$ cat src/hw/record_pkg.sv
// Constants, field layouts and carrier types of the record command handler.
// Assumes a single 40 MHz clock domain and an AHB-Lite register port.
package record_pkg;

  // ************************************************************
  // Record indices, slots and codes
  // ************************************************************
  localparam logic [7:0] IDX_SET_PPARAM = 8'h03;
  localparam logic [7:0] IDX_GET_PPARAM = 8'h04;
  localparam logic [7:0] IDX_RD_PARAM   = 8'h06;
  localparam logic [7:0] IDX_SET_PCFG   = 8'h08;
  localparam logic [7:0] IDX_GET_PCFG   = 8'h09;
  localparam logic [7:0] IDX_RD_ACFG    = 8'h0B;
  localparam logic [7:0] IDX_SET_LIST   = 8'h0C;
  localparam logic [7:0] IDX_NODE_SEL   = 8'h44;
  localparam logic [7:0] FUNC_SET_PPARAM = IDX_SET_PPARAM;
  localparam logic [7:0] SLOT_SEG1      = 8'h00;
  localparam logic [7:0] SLOT_SEG2      = 8'h64;
  localparam logic [7:0] SUBSLOT_ONE    = 8'h01;
  localparam logic [7:0] PN_OK          = 8'h00;
  localparam logic [7:0] PN_NOK         = 8'hFF;
  localparam logic [6:0] ERR_NONE       = 7'h00;
  localparam logic [6:0] ERR_REJECT     = 7'h01;
  localparam logic [7:0] UNUSED_BIT0    = 8'hFE;

  // ************************************************************
  // Field positions
  // ************************************************************
  localparam int TAG_BIT     = 7;
  localparam int AB_BIT      = 7;
  localparam int SEL_AB_BIT  = 5;
  localparam int CTRL_GO_BIT = 31;
  localparam int STAT_DONE   = 0;
  localparam int STAT_BUSY   = 1;

  // ************************************************************
  // Register offsets and reset values
  // ************************************************************
  localparam logic [7:0]  ADDR_REQ_CTRL = 8'h00;
  localparam logic [7:0]  ADDR_REQ_D0   = 8'h04;
  localparam logic [7:0]  ADDR_REQ_D1   = 8'h08;
  localparam logic [7:0]  ADDR_REQ_D2   = 8'h0C;
  localparam logic [7:0]  ADDR_RSP      = 8'h10;
  localparam logic [7:0]  ADDR_STATUS   = 8'h14;
  localparam logic [2:0]  HSIZE_WORD    = 3'h2;
  localparam logic [3:0]  RST_PARAM     = 4'hF;
  localparam logic [15:0] RST_CFG       = 16'h0000;
  localparam logic [5:0]  RST_NODE      = 6'h00;

  // ************************************************************
  // Carrier types
  // ************************************************************
  typedef struct packed {
    logic       wr;
    logic [7:0] subslot;
    logic [7:0] slot;
    logic [7:0] index;
  } req_t;

  typedef struct packed {
    logic [3:0]  cur_param;
    logic [15:0] det_cfg;
  } link_t;

  typedef enum logic [1:0] {
    ST_IDLE = 2'b01,
    ST_EXEC = 2'b10
  } state_t;

endpackage

$ cat src/hw/record_param_config_access.sv
// Record command handler: parameter, configuration and node list records.
// Assumes an AHB-Lite master with single word transfers and an AS-Interface
// master that reports the current parameters and detected configuration.
// Function
// Parameter write: code, tag, segment, node, nibble.
// Answer echoes code, tag, error, write status.
// Controller selects node at index 0x44 first.
// Slot 0 segment one, slot 100 segment two.
// Controller always uses subslot one.
// Index 0x04 reads stored permanent parameters.
// Index 0x06 reads current node parameters.
// Index 0x08 stores expected configuration codes.
// Every write answers accepted or refused status.
// Index 0x09 reads expected configuration codes.
// Index 0x0B reads detected node configuration.
// Index 0x0C stores configured node bitmap.
// Unsupported requests refused, nothing stored changes.
//
// Design decisions made here: the placing of the registers and the AHB-Lite register port.
`timescale 1ns/10ps
module record_param_config_access
  import record_pkg::*;
(
  // Clock and reset
  input  wire logic             hclk,
  input  wire logic             hresetn,
  // AHB-Lite slave
  input  wire logic             hsel,
  input  wire logic [31:0]      haddr,
  input  wire logic [1:0]       htrans,
  input  wire logic             hwrite,
  input  wire logic [2:0]       hsize,
  input  wire logic [31:0]      hwdata,
  input  wire logic             hready,
  output logic                  hreadyout,
  output logic                  hresp,
  output logic [31:0]           hrdata,
  // AS-Interface master side
  input  wire link_t [1:0]      link_in,
  output logic [1:0][5:0]       node_sel,
  output logic [1:0][63:0]      configured_node_list
);

  // ************************************************************
  // Storage
  // ************************************************************
  state_t       state_q;
  req_t         req_q;
  logic [95:0]  rqd_q;
  logic [31:0]  rsp_q;
  logic [31:0]  hrdata_q;
  logic [7:0]   pn_q;
  logic         done_q;
  logic         ap_wr_q;
  logic [7:0]   ap_addr_q;
  logic [3:0]   perm_q [2][64];
  logic [15:0]  pcfg_q [2][64];
  logic [1:0][5:0]  sel_q;
  logic [1:0][63:0] list_q;
  logic [7:0]   rb [12];
  logic         ap;
  logic         go;
  logic         fire;
  logic         seg;
  logic         valid;
  logic         ex_ok;
  logic [6:0]   ex_err;
  logic [31:0]  ex_rsp;
  logic [5:0]   cur;
  logic [5:0]   pp_node;
  logic         we_perm;
  logic         we_pcfg;
  logic         we_list;
  logic         we_sel;

  function automatic logic [31:0] rd_word(input logic [7:0] b2, input logic [7:0] b3);
    return {b3, b2, 16'h0000};
  endfunction

  // ************************************************************
  // AHB-Lite slave
  // ************************************************************
  assign ap        = hsel && hready && htrans[1];
  assign hreadyout = 1'b1;
  assign hresp     = 1'b0;
  assign hrdata    = hrdata_q;

  always_ff @(posedge hclk or negedge hresetn) begin
    if (!hresetn) begin
      ap_wr_q   <= 1'b0;
      ap_addr_q <= 8'h00;
    end else begin
      ap_wr_q   <= ap && hwrite && hsize == HSIZE_WORD;
      ap_addr_q <= haddr[7:0];
    end
  end

  always_ff @(posedge hclk or negedge hresetn) begin
    if (!hresetn) begin
      hrdata_q <= 32'h0000_0000;
    end else if (ap && !hwrite) begin
      unique case (haddr[7:0])
        ADDR_REQ_CTRL: hrdata_q <= {7'h00, req_q};
        ADDR_REQ_D0:   hrdata_q <= rqd_q[31:0];
        ADDR_REQ_D1:   hrdata_q <= rqd_q[63:32];
        ADDR_REQ_D2:   hrdata_q <= rqd_q[95:64];
        ADDR_RSP:      hrdata_q <= rsp_q;
        ADDR_STATUS:   hrdata_q <= {16'h0000, pn_q, 6'h00, state_q == ST_EXEC, done_q};
        default:       hrdata_q <= 32'h0000_0000;
      endcase
    end
  end

  always_ff @(posedge hclk or negedge hresetn) begin
    if (!hresetn) begin
      req_q <= '0;
      rqd_q <= '0;
    end else if (ap_wr_q && state_q == ST_IDLE) begin
      unique case (ap_addr_q)
        ADDR_REQ_CTRL: req_q <= hwdata[24:0];
        ADDR_REQ_D0:   rqd_q[31:0] <= hwdata;
        ADDR_REQ_D1:   rqd_q[63:32] <= hwdata;
        ADDR_REQ_D2:   rqd_q[95:64] <= hwdata;
        default:       ;
      endcase
    end
  end

  // ************************************************************
  // Sequencer
  // ************************************************************
  // A start while a request executes is ignored.
  assign go   = ap_wr_q && ap_addr_q == ADDR_REQ_CTRL && hwdata[CTRL_GO_BIT]
                && state_q == ST_IDLE;
  assign fire = state_q == ST_EXEC;

  always_ff @(posedge hclk or negedge hresetn) begin
    if (!hresetn) begin
      state_q <= ST_IDLE;
    end else begin
      unique case (state_q)
        ST_IDLE: state_q <= go ? ST_EXEC : ST_IDLE;
        ST_EXEC: state_q <= ST_IDLE;
      endcase
    end
  end

  // Completion sets done; a clear in the same cycle loses.
  always_ff @(posedge hclk or negedge hresetn) begin
    if (!hresetn) begin
      done_q <= 1'b0;
    end else if (fire) begin
      done_q <= 1'b1;
    end else if (ap_wr_q && ap_addr_q == ADDR_STATUS && hwdata[STAT_DONE]) begin
      done_q <= 1'b0;
    end
  end

  // ************************************************************
  // Request decode
  // ************************************************************
  always_comb begin
    for (int i = 0; i < 12; i++) begin
      rb[i] = rqd_q[8*i +: 8];
    end
  end

  assign seg     = req_q.slot == SLOT_SEG2;
  assign valid   = (req_q.slot == SLOT_SEG1 || seg) && req_q.subslot == SUBSLOT_ONE;
  assign cur     = sel_q[seg];
  assign pp_node = {rb[3][AB_BIT], rb[2][4:0]};

  always_comb begin
    ex_ok   = 1'b0;
    ex_err  = ERR_REJECT;
    ex_rsp  = 32'h0000_0000;
    we_perm = 1'b0;
    we_pcfg = 1'b0;
    we_list = 1'b0;
    we_sel  = 1'b0;
    if (valid) begin
      unique case ({req_q.wr, req_q.index})
        {1'b1, IDX_SET_PPARAM}: begin
          ex_ok   = rb[0] == FUNC_SET_PPARAM && rb[2][4:0] != 5'h00;
          we_perm = ex_ok;
          ex_err  = ex_ok ? ERR_NONE : ERR_REJECT;
        end
        {1'b0, IDX_GET_PPARAM}: begin
          ex_ok  = 1'b1;
          ex_rsp = rd_word({4'h0, perm_q[seg][cur]}, 8'h00);
        end
        {1'b0, IDX_RD_PARAM}: begin
          ex_ok  = 1'b1;
          ex_rsp = rd_word({4'h0, link_in[seg].cur_param}, 8'h00);
        end
        {1'b1, IDX_SET_PCFG}: begin
          ex_ok   = 1'b1;
          we_pcfg = 1'b1;
        end
        {1'b0, IDX_GET_PCFG}: begin
          ex_ok  = 1'b1;
          ex_rsp = rd_word(pcfg_q[seg][cur][15:8], pcfg_q[seg][cur][7:0]);
        end
        {1'b0, IDX_RD_ACFG}: begin
          ex_ok  = 1'b1;
          ex_rsp = rd_word(link_in[seg].det_cfg[15:8], link_in[seg].det_cfg[7:0]);
        end
        {1'b1, IDX_SET_LIST}: begin
          ex_ok   = 1'b1;
          we_list = 1'b1;
        end
        {1'b1, IDX_NODE_SEL}: begin
          ex_ok  = 1'b1;
          we_sel = 1'b1;
        end
        default: ex_ok = 1'b0;
      endcase
    end
    if (req_q.wr && req_q.index == IDX_SET_PPARAM) begin
      ex_rsp = {8'h00, ex_ok ? PN_OK : PN_NOK, rb[1][TAG_BIT], ex_err, FUNC_SET_PPARAM};
    end
  end

  // ************************************************************
  // Answer
  // ************************************************************
  always_ff @(posedge hclk or negedge hresetn) begin
    if (!hresetn) begin
      rsp_q <= 32'h0000_0000;
      pn_q  <= PN_OK;
    end else if (fire) begin
      rsp_q <= ex_rsp;
      pn_q  <= ex_ok ? PN_OK : PN_NOK;
    end
  end

  // ************************************************************
  // Stored images
  // ************************************************************
  always_ff @(posedge hclk or negedge hresetn) begin
    if (!hresetn) begin
      for (int s = 0; s < 2; s++) begin
        for (int n = 0; n < 64; n++) begin
          perm_q[s][n] <= RST_PARAM;
          pcfg_q[s][n] <= RST_CFG;
        end
      end
    end else if (fire) begin
      if (we_perm) begin
        perm_q[seg][pp_node] <= rb[4][3:0];
      end
      if (we_pcfg) begin
        pcfg_q[seg][cur] <= {rb[2], rb[3]};
      end
    end
  end

  always_ff @(posedge hclk or negedge hresetn) begin
    if (!hresetn) begin
      list_q <= '0;
      sel_q  <= {RST_NODE, RST_NODE};
    end else if (fire) begin
      if (we_list) begin
        list_q[seg] <= {rb[9], rb[8], rb[7], rb[6] & UNUSED_BIT0,
                        rb[5], rb[4], rb[3], rb[2] & UNUSED_BIT0};
      end
      if (we_sel) begin
        sel_q[seg] <= rb[2][SEL_AB_BIT:0];
      end
    end
  end

  assign node_sel             = sel_q;
  assign configured_node_list = list_q;
endmodule

$ cat config.mk
export PLATFORM = sky130hd
export DESIGN_NAME = record_param_config_access
export DESIGN_NICKNAME = d
export VERILOG_FILES = /design/src/hw/record_pkg.sv /design/src/hw/record_param_config_access.sv
export SDC_FILE = /design/constraint.sdc
export NUM_CORES = 2
export LEC_CHECK = 0
export ABC_CLOCK_PERIOD_IN_PS = 3360
export BUFFER_PORTS_ARGS = -buffer_cell sky130_fd_sc_hd__buf_2
export CELL_PAD_IN_SITES_DETAIL_PLACEMENT = 1
export CELL_PAD_IN_SITES_GLOBAL_PLACEMENT = 1
export CORE_UTILIZATION = 30
export DETAILED_ROUTE_END_ITERATION = 10
export PLACE_DENSITY = 0.52
export SYNTH_ARGS = -nofsm -noshare
export SYNTH_HDL_FRONTEND = slang
export SYNTH_SLANG_ARGS = --single-unit
$ cat constraint.sdc
create_clock -name hclk -period 3.36 [get_ports hclk]
set_clock_uncertainty 0.05 [all_clocks]
set_input_delay 0.336 -clock hclk [delete_from_list [all_inputs] [get_ports hclk]]
set_output_delay 0.336 -clock hclk [all_outputs]
set_load 0.01 [all_outputs]
Yosys cells after proc, flatten, opt, wreduce, memory -nomap -nowiden:

Index checks and enable logic that the tools add are counted.

* register bits: 2905
* bits of input ports: 114
* word-level logic and storage cells: 397

* order comparisons: 8
* equal/unequal tests: 24
* multiplexer cells: 54
* bitwise gates (word level): 3
* reduce and logical (&&, ||, !) cells: 34

Operators with widths (count)
* 1024-bit 2-to-1 mux: 4
* 2048-bit bitwise mux: 1
* 1024-bit demux with 1-bit select: 1
* 256-bit 2-to-1 mux: 4
* 512-bit bitwise mux: 1
* 256-bit demux with 1-bit select: 1
* 32-bit one-hot mux with 6 select lines: 1
* 128-bit bitwise mux: 1
* 32-bit one-hot mux with 4 select lines: 1
* 16-bit binary-select mux with 6-bit select: 1
* 16-bit demux with 6-bit select: 1
* 64-bit demux with 1-bit select: 1
* 32-bit 2-to-1 mux: 2
* 64-bit 2-to-1 mux: 1
* 16-bit 2-to-1 mux: 3
* 20-bit 2-to-1 mux: 2
* 9-bit == test (second input constant): 4
* 8-bit by 4-bit == test with 1-bit output (second input constant): 4
* 4-bit binary-select mux with 6-bit select: 1
* 4-bit demux with 6-bit select: 1
* 8-bit by 5-bit == test with 1-bit output (second input constant): 3
* 8-bit zero test: 3
* 9-bit by 3-bit == test with 1-bit output (second input constant): 2
* 9-bit by 4-bit == test with 1-bit output (second input constant): 2
* 31 further kinds: 77

Logic depth before layout (Yosys ltp):

* word-level depth: 11
* gate-level depth with buffers: 15

Worst setup path before layout:

OpenSTA, ideal clock, no wires.

* path kind: register to register
* start point: register req_q[14] (netlist bit)
* end point: register pcfg_q[165] (netlist bit)
* data arrival time: 2895 ps
* required time: 3185 ps
* slack: 290 ps
* cell stages (with the launch flop): 11
* path buffers: 4
* path through: dfrtp_1 > and3_1 > clkbuf_1 > nand3_1 > buf_2 > buf_4 > mux2i_1 > nand2_1 > nor2_1 > buf_4 > mux2_2

* longest elaborated chain between the ends: 11
* elaborated cells on any way between the ends: 21
* those cells by class: 4 x order compare; 1 x eq/ne; 8 x mux; 2 x bitwise; 6 x reduce/logical

RTL lines
* from (decl): RTL line record_param_config_access.sv:48 `req_t req_q;`
* from (signal assigned): RTL line record_param_config_access.sv:120 `ADDR_REQ_CTRL: req_q <= hwdata[24:0];`
* 8-bit by 7-bit == test with 1-bit output: RTL line record_param_config_access.sv:168 `assign seg = req_q.slot == SLOT_SEG2;`
* 6-bit 2-to-1 mux (implied by the code) (2 in series): RTL line record_param_config_access.sv:170 `assign cur = sel_q[seg];`
* 6-bit NOT with 7-bit output (implied by the code): RTL line record_param_config_access.sv:253 `pcfg_q[seg][cur] <= {rb[2], rb[3]};`
* 7-bit greater-or-equal comparator (implied by the code) / 7-bit by 1-bit less-than comparator with 1-bit output (equally long branches): RTL line record_param_config_access.sv:253
* 1-bit logical AND (implied by the code): RTL line record_param_config_access.sv:253
* 16-bit 2-to-1 mux (implied by the code): RTL line record_param_config_access.sv:253
* 16-bit demux with 6-bit select: RTL line record_param_config_access.sv:253
* 1024-bit 2-to-1 mux (implied by the code): RTL line record_param_config_access.sv:253
* 1024-bit demux with 1-bit select: RTL line record_param_config_access.sv:253
* 2048-bit bitwise mux: RTL line record_param_config_access.sv:253
* to (signal, indexed assignment): RTL line record_param_config_access.sv:253
* to (decl): RTL line record_param_config_access.sv:57 `logic [15:0] pcfg_q [2][64];`

Parallel ways exist; a longest one is shown, timed or not. The select of a mux whose other input is x is not followed.
A chain may end at the register's enable or synchronous reset.

Worst setup path after layout:

* start point: register req_q[12] (netlist bit)
* end point: register pcfg_q[620] (netlist bit)

Same word-level chain as after synthesis.

==> flow_metrics.tcl <==
set metrics [dict create \
    status "finished with violations" \
    violations "setup timing" \
    gp_congestion 0.964 \
    timing.slew.headroom_pct 14.5 \
    startpoint "req_q[12]" \
    peakVddDrop_v 0.000381 \
    start_kind "flip-flop" \
    antenna_found_initial 55 \
    routed_wl_mm 603 \
    drc_errors 0 \
    place_hpwl_mm 414 \
    drive_above_1_share_pct 53.9 \
    use_met2_pct 42.5 \
    cts_root_buf "clkbuf_16" \
    rsz0062_at_grt "true" \
    synth.most_common_cell "mux2_2" \
    finalHoldViolations 0 \
    finalCritPeriodShare_pct 106 \
    overflow 0 \
    setup_tns_ps -13020 \
    die_y_um 658 \
    pre_cts_ws_ps -835 \
    cap_violations 0 \
    die-area_mm2 0.433 \
    seq_area_frac_synth_pct 56.3 \
    power.density_mw_per_mm2 459 \
    hp-start "haddr[3]" \
    setup_viol 253 \
    r2r_start "req_q[12]" \
    syn-mean-instance-area_um2 13.2 \
    syn_area_mm2 0.129 \
    coreArea_mm2 0.428 \
    syn_inst 9768 \
    cts_max_level 5 \
    cts_buffers 340 \
    fin_util_pct 38.4 \
    areaGrowthSynthToFinish_pct 27.3 \
    async_flop_share_pct 100 \
    post-route-min-period_ps 3570 \
    arrival_ps 4350 \
    grt_max_degree 133 \
    clk_pin_slew_ps 60 \
    holdWs_ps 101 \
    cts_buffer_depth 4 \
    worst-setup-path-type "flip-flop to flip-flop" \
    synth.distinct_cells 79 \
    synth_enable_flop_cells 0 \
    synth_top_area_share_pct 45.9 \
    nNetsFinal 11068 \
    max_freq_mhz 280 \
    ys_ff_latch 2881 \
    cts_tree "built" \
    port_buffers 256 \
    hold_path_class "primary input to flip-flop" \
    yosys-top-cells-count "mux2_2, dfrtp_1, clkbuf_1" \
    num_vias 95467 \
    clock_sinks 2881 \
    first_pass_iters 6 \
    drtIter0Drc 8833 \
    grt_most_used_layer "met2" \
    ant_nets 0 \
    routedWlPerCell_um 35.6 \
    worstSetupEndpointType "flip-flop" \
    synth_area_leaders "dfrtp_1, mux2_2, dfstp_2" \
    worstMarginPinSlew_ps 1280 \
    grt_pass1_vias 100819 \
    leakage_nw 76.7 \
    grt_use_met3_pct 5.12 \
    synth_warnings 0 \
    grt_pass1_wl_mm 839 \
    initial_core_util_pct 30.2 \
    synth_area_leader_cell "dfrtp_1" \
    io_pins 288 \
    die_width_um 658 \
    crit_required_ps 4140 \
    critPathMaxFanout 8 \
    post_drt_via_cell_ratio 5.64 \
    place_area_mm2 0.149 \
    post-route-cell-area_mm2 0.164 \
    nFillCells 44050 \
    drv_slew 0 \
    synthFlopType "dfrtp_1" \
    num_rows 240 \
    grtUsageMet1_pct 37.5 \
    fin_ws_ps -210 \
    grt_usage_pct 27.3 \
    clock_latency_ps 990 \
]
==> path summary, 6_finish.rpt <==
check	cells after the start	slack (ps)	end
max in group asynchronous	7	1240	pcfg_q[1284]
setup / recovery	15	-210	pcfg_q[620]
setup reg to reg	15	-210	pcfg_q[620]
min in group asynchronous	3	560	pcfg_q[660]
hold / removal	2	100	ap_addr_q[3]
hold reg to reg	0	320	perm_q[125]
==> state kept, by name, summed over array words and instances (netlist names), 12 cells and up <==
name                  flops
req_q                    25
node_sel                 12
pcfg_q                 2048
hrdata                   32
rsp_q                    19
perm_q                  512
rqd_q                    96
configured_node_list    124
==> per-stage QoR <==
| stage | instances | power [mW] |
|---|---|---|
| global placement | 16140 | 37.2 |
| finish | 16933 | 75.4 |
| detailed placement | 16140 | 37.3 |
| floorplan | 9772 | 35.8 |
| global route | 16915 | 77.5 |
| CTS | 16881 | 76.1 |
==> metal layers <==
layer	wire length, um	vias up
met2	271000	3615
met3	41800	936
li1	-	38547
met1	262000	52365
met4	28000	4
met5	26	-
==> worst max-delay path, cell delays in order (launching register included) <==
cell and delay [ps]:
dfrtp_1 410, nor4_4 260, buf_4 190, buf_6 110, nand3_4 190, buf_12 240
buf_16 160, mux2i_4 270, buf_12 180, buf_4 140, nand2_1 70, buf_4 150
buf_4 160, nor2_4 210, clkbuf_16 230, mux2_2 340
==> cells in the final DEF, fill, tap and decap left out, types with 224 or more instances in the layout <==
master     synthesis  final
buf_12             0    364
buf_4             13    956
dfstp_2          513    513
o22ai_1          536    529
buf_2            176    255
nor2_1           310    224
mux2_2          2955   2867
dfrtp_1         2368   2342
clkbuf_16          0    354
nand2_1          526    515
==> kinds of logic (layout without fill, tap and decap cells) <==
kind of cell | Yosys count | in the layout | share of synthesized area [%]
AOI/OAI and AO/OA | 1467 | 1467 | 7.88
buffers and inverters | 899 | 2350 | 2.82
DFF | 2881 | 2881 | 56.3
muxes | 3223 | 3223 | 28.4
other | 2 | 29 | 0.00582
and+or+nand+nor | 1296 | 1296 | 4.59
==> power breakdown <==
group          total (mW)  internal, mW  switching (mW)
sequential           35.0          34.8           0.200
clock                38.7          22.8            15.9
combinational        1.76         0.350            1.41
==> timing repair <==
item | in CTS | in global routing
gates resized for setup | 294 | 213
setup endpoints to repair | 2315 | 1185
setup buffers | 53 | 31
gates cloned | 10 | 7
hold buffers | 74 | 0
hold endpoints to repair | 407 | 0
pin swaps | 46 | 53
==> final cells by class <==
class | instances | area [um^2] | share of cell area (%)
diodes | 23 | 57.6 | 0.0350
multi-input cells | 5992 | 55100 | 33.5
repair buffers | 1728 | 17800 | 10.8
clock buffers | 495 | 9860 | 6.00
clock inverters | 116 | 1590 | 0.965
inverters | 11 | 41.3 | 0.0251
well taps | 5687 | 7120 | 4.33
flip-flops and latches | 2881 | 72800 | 44.3
Power figures use the tool's default switching activity.
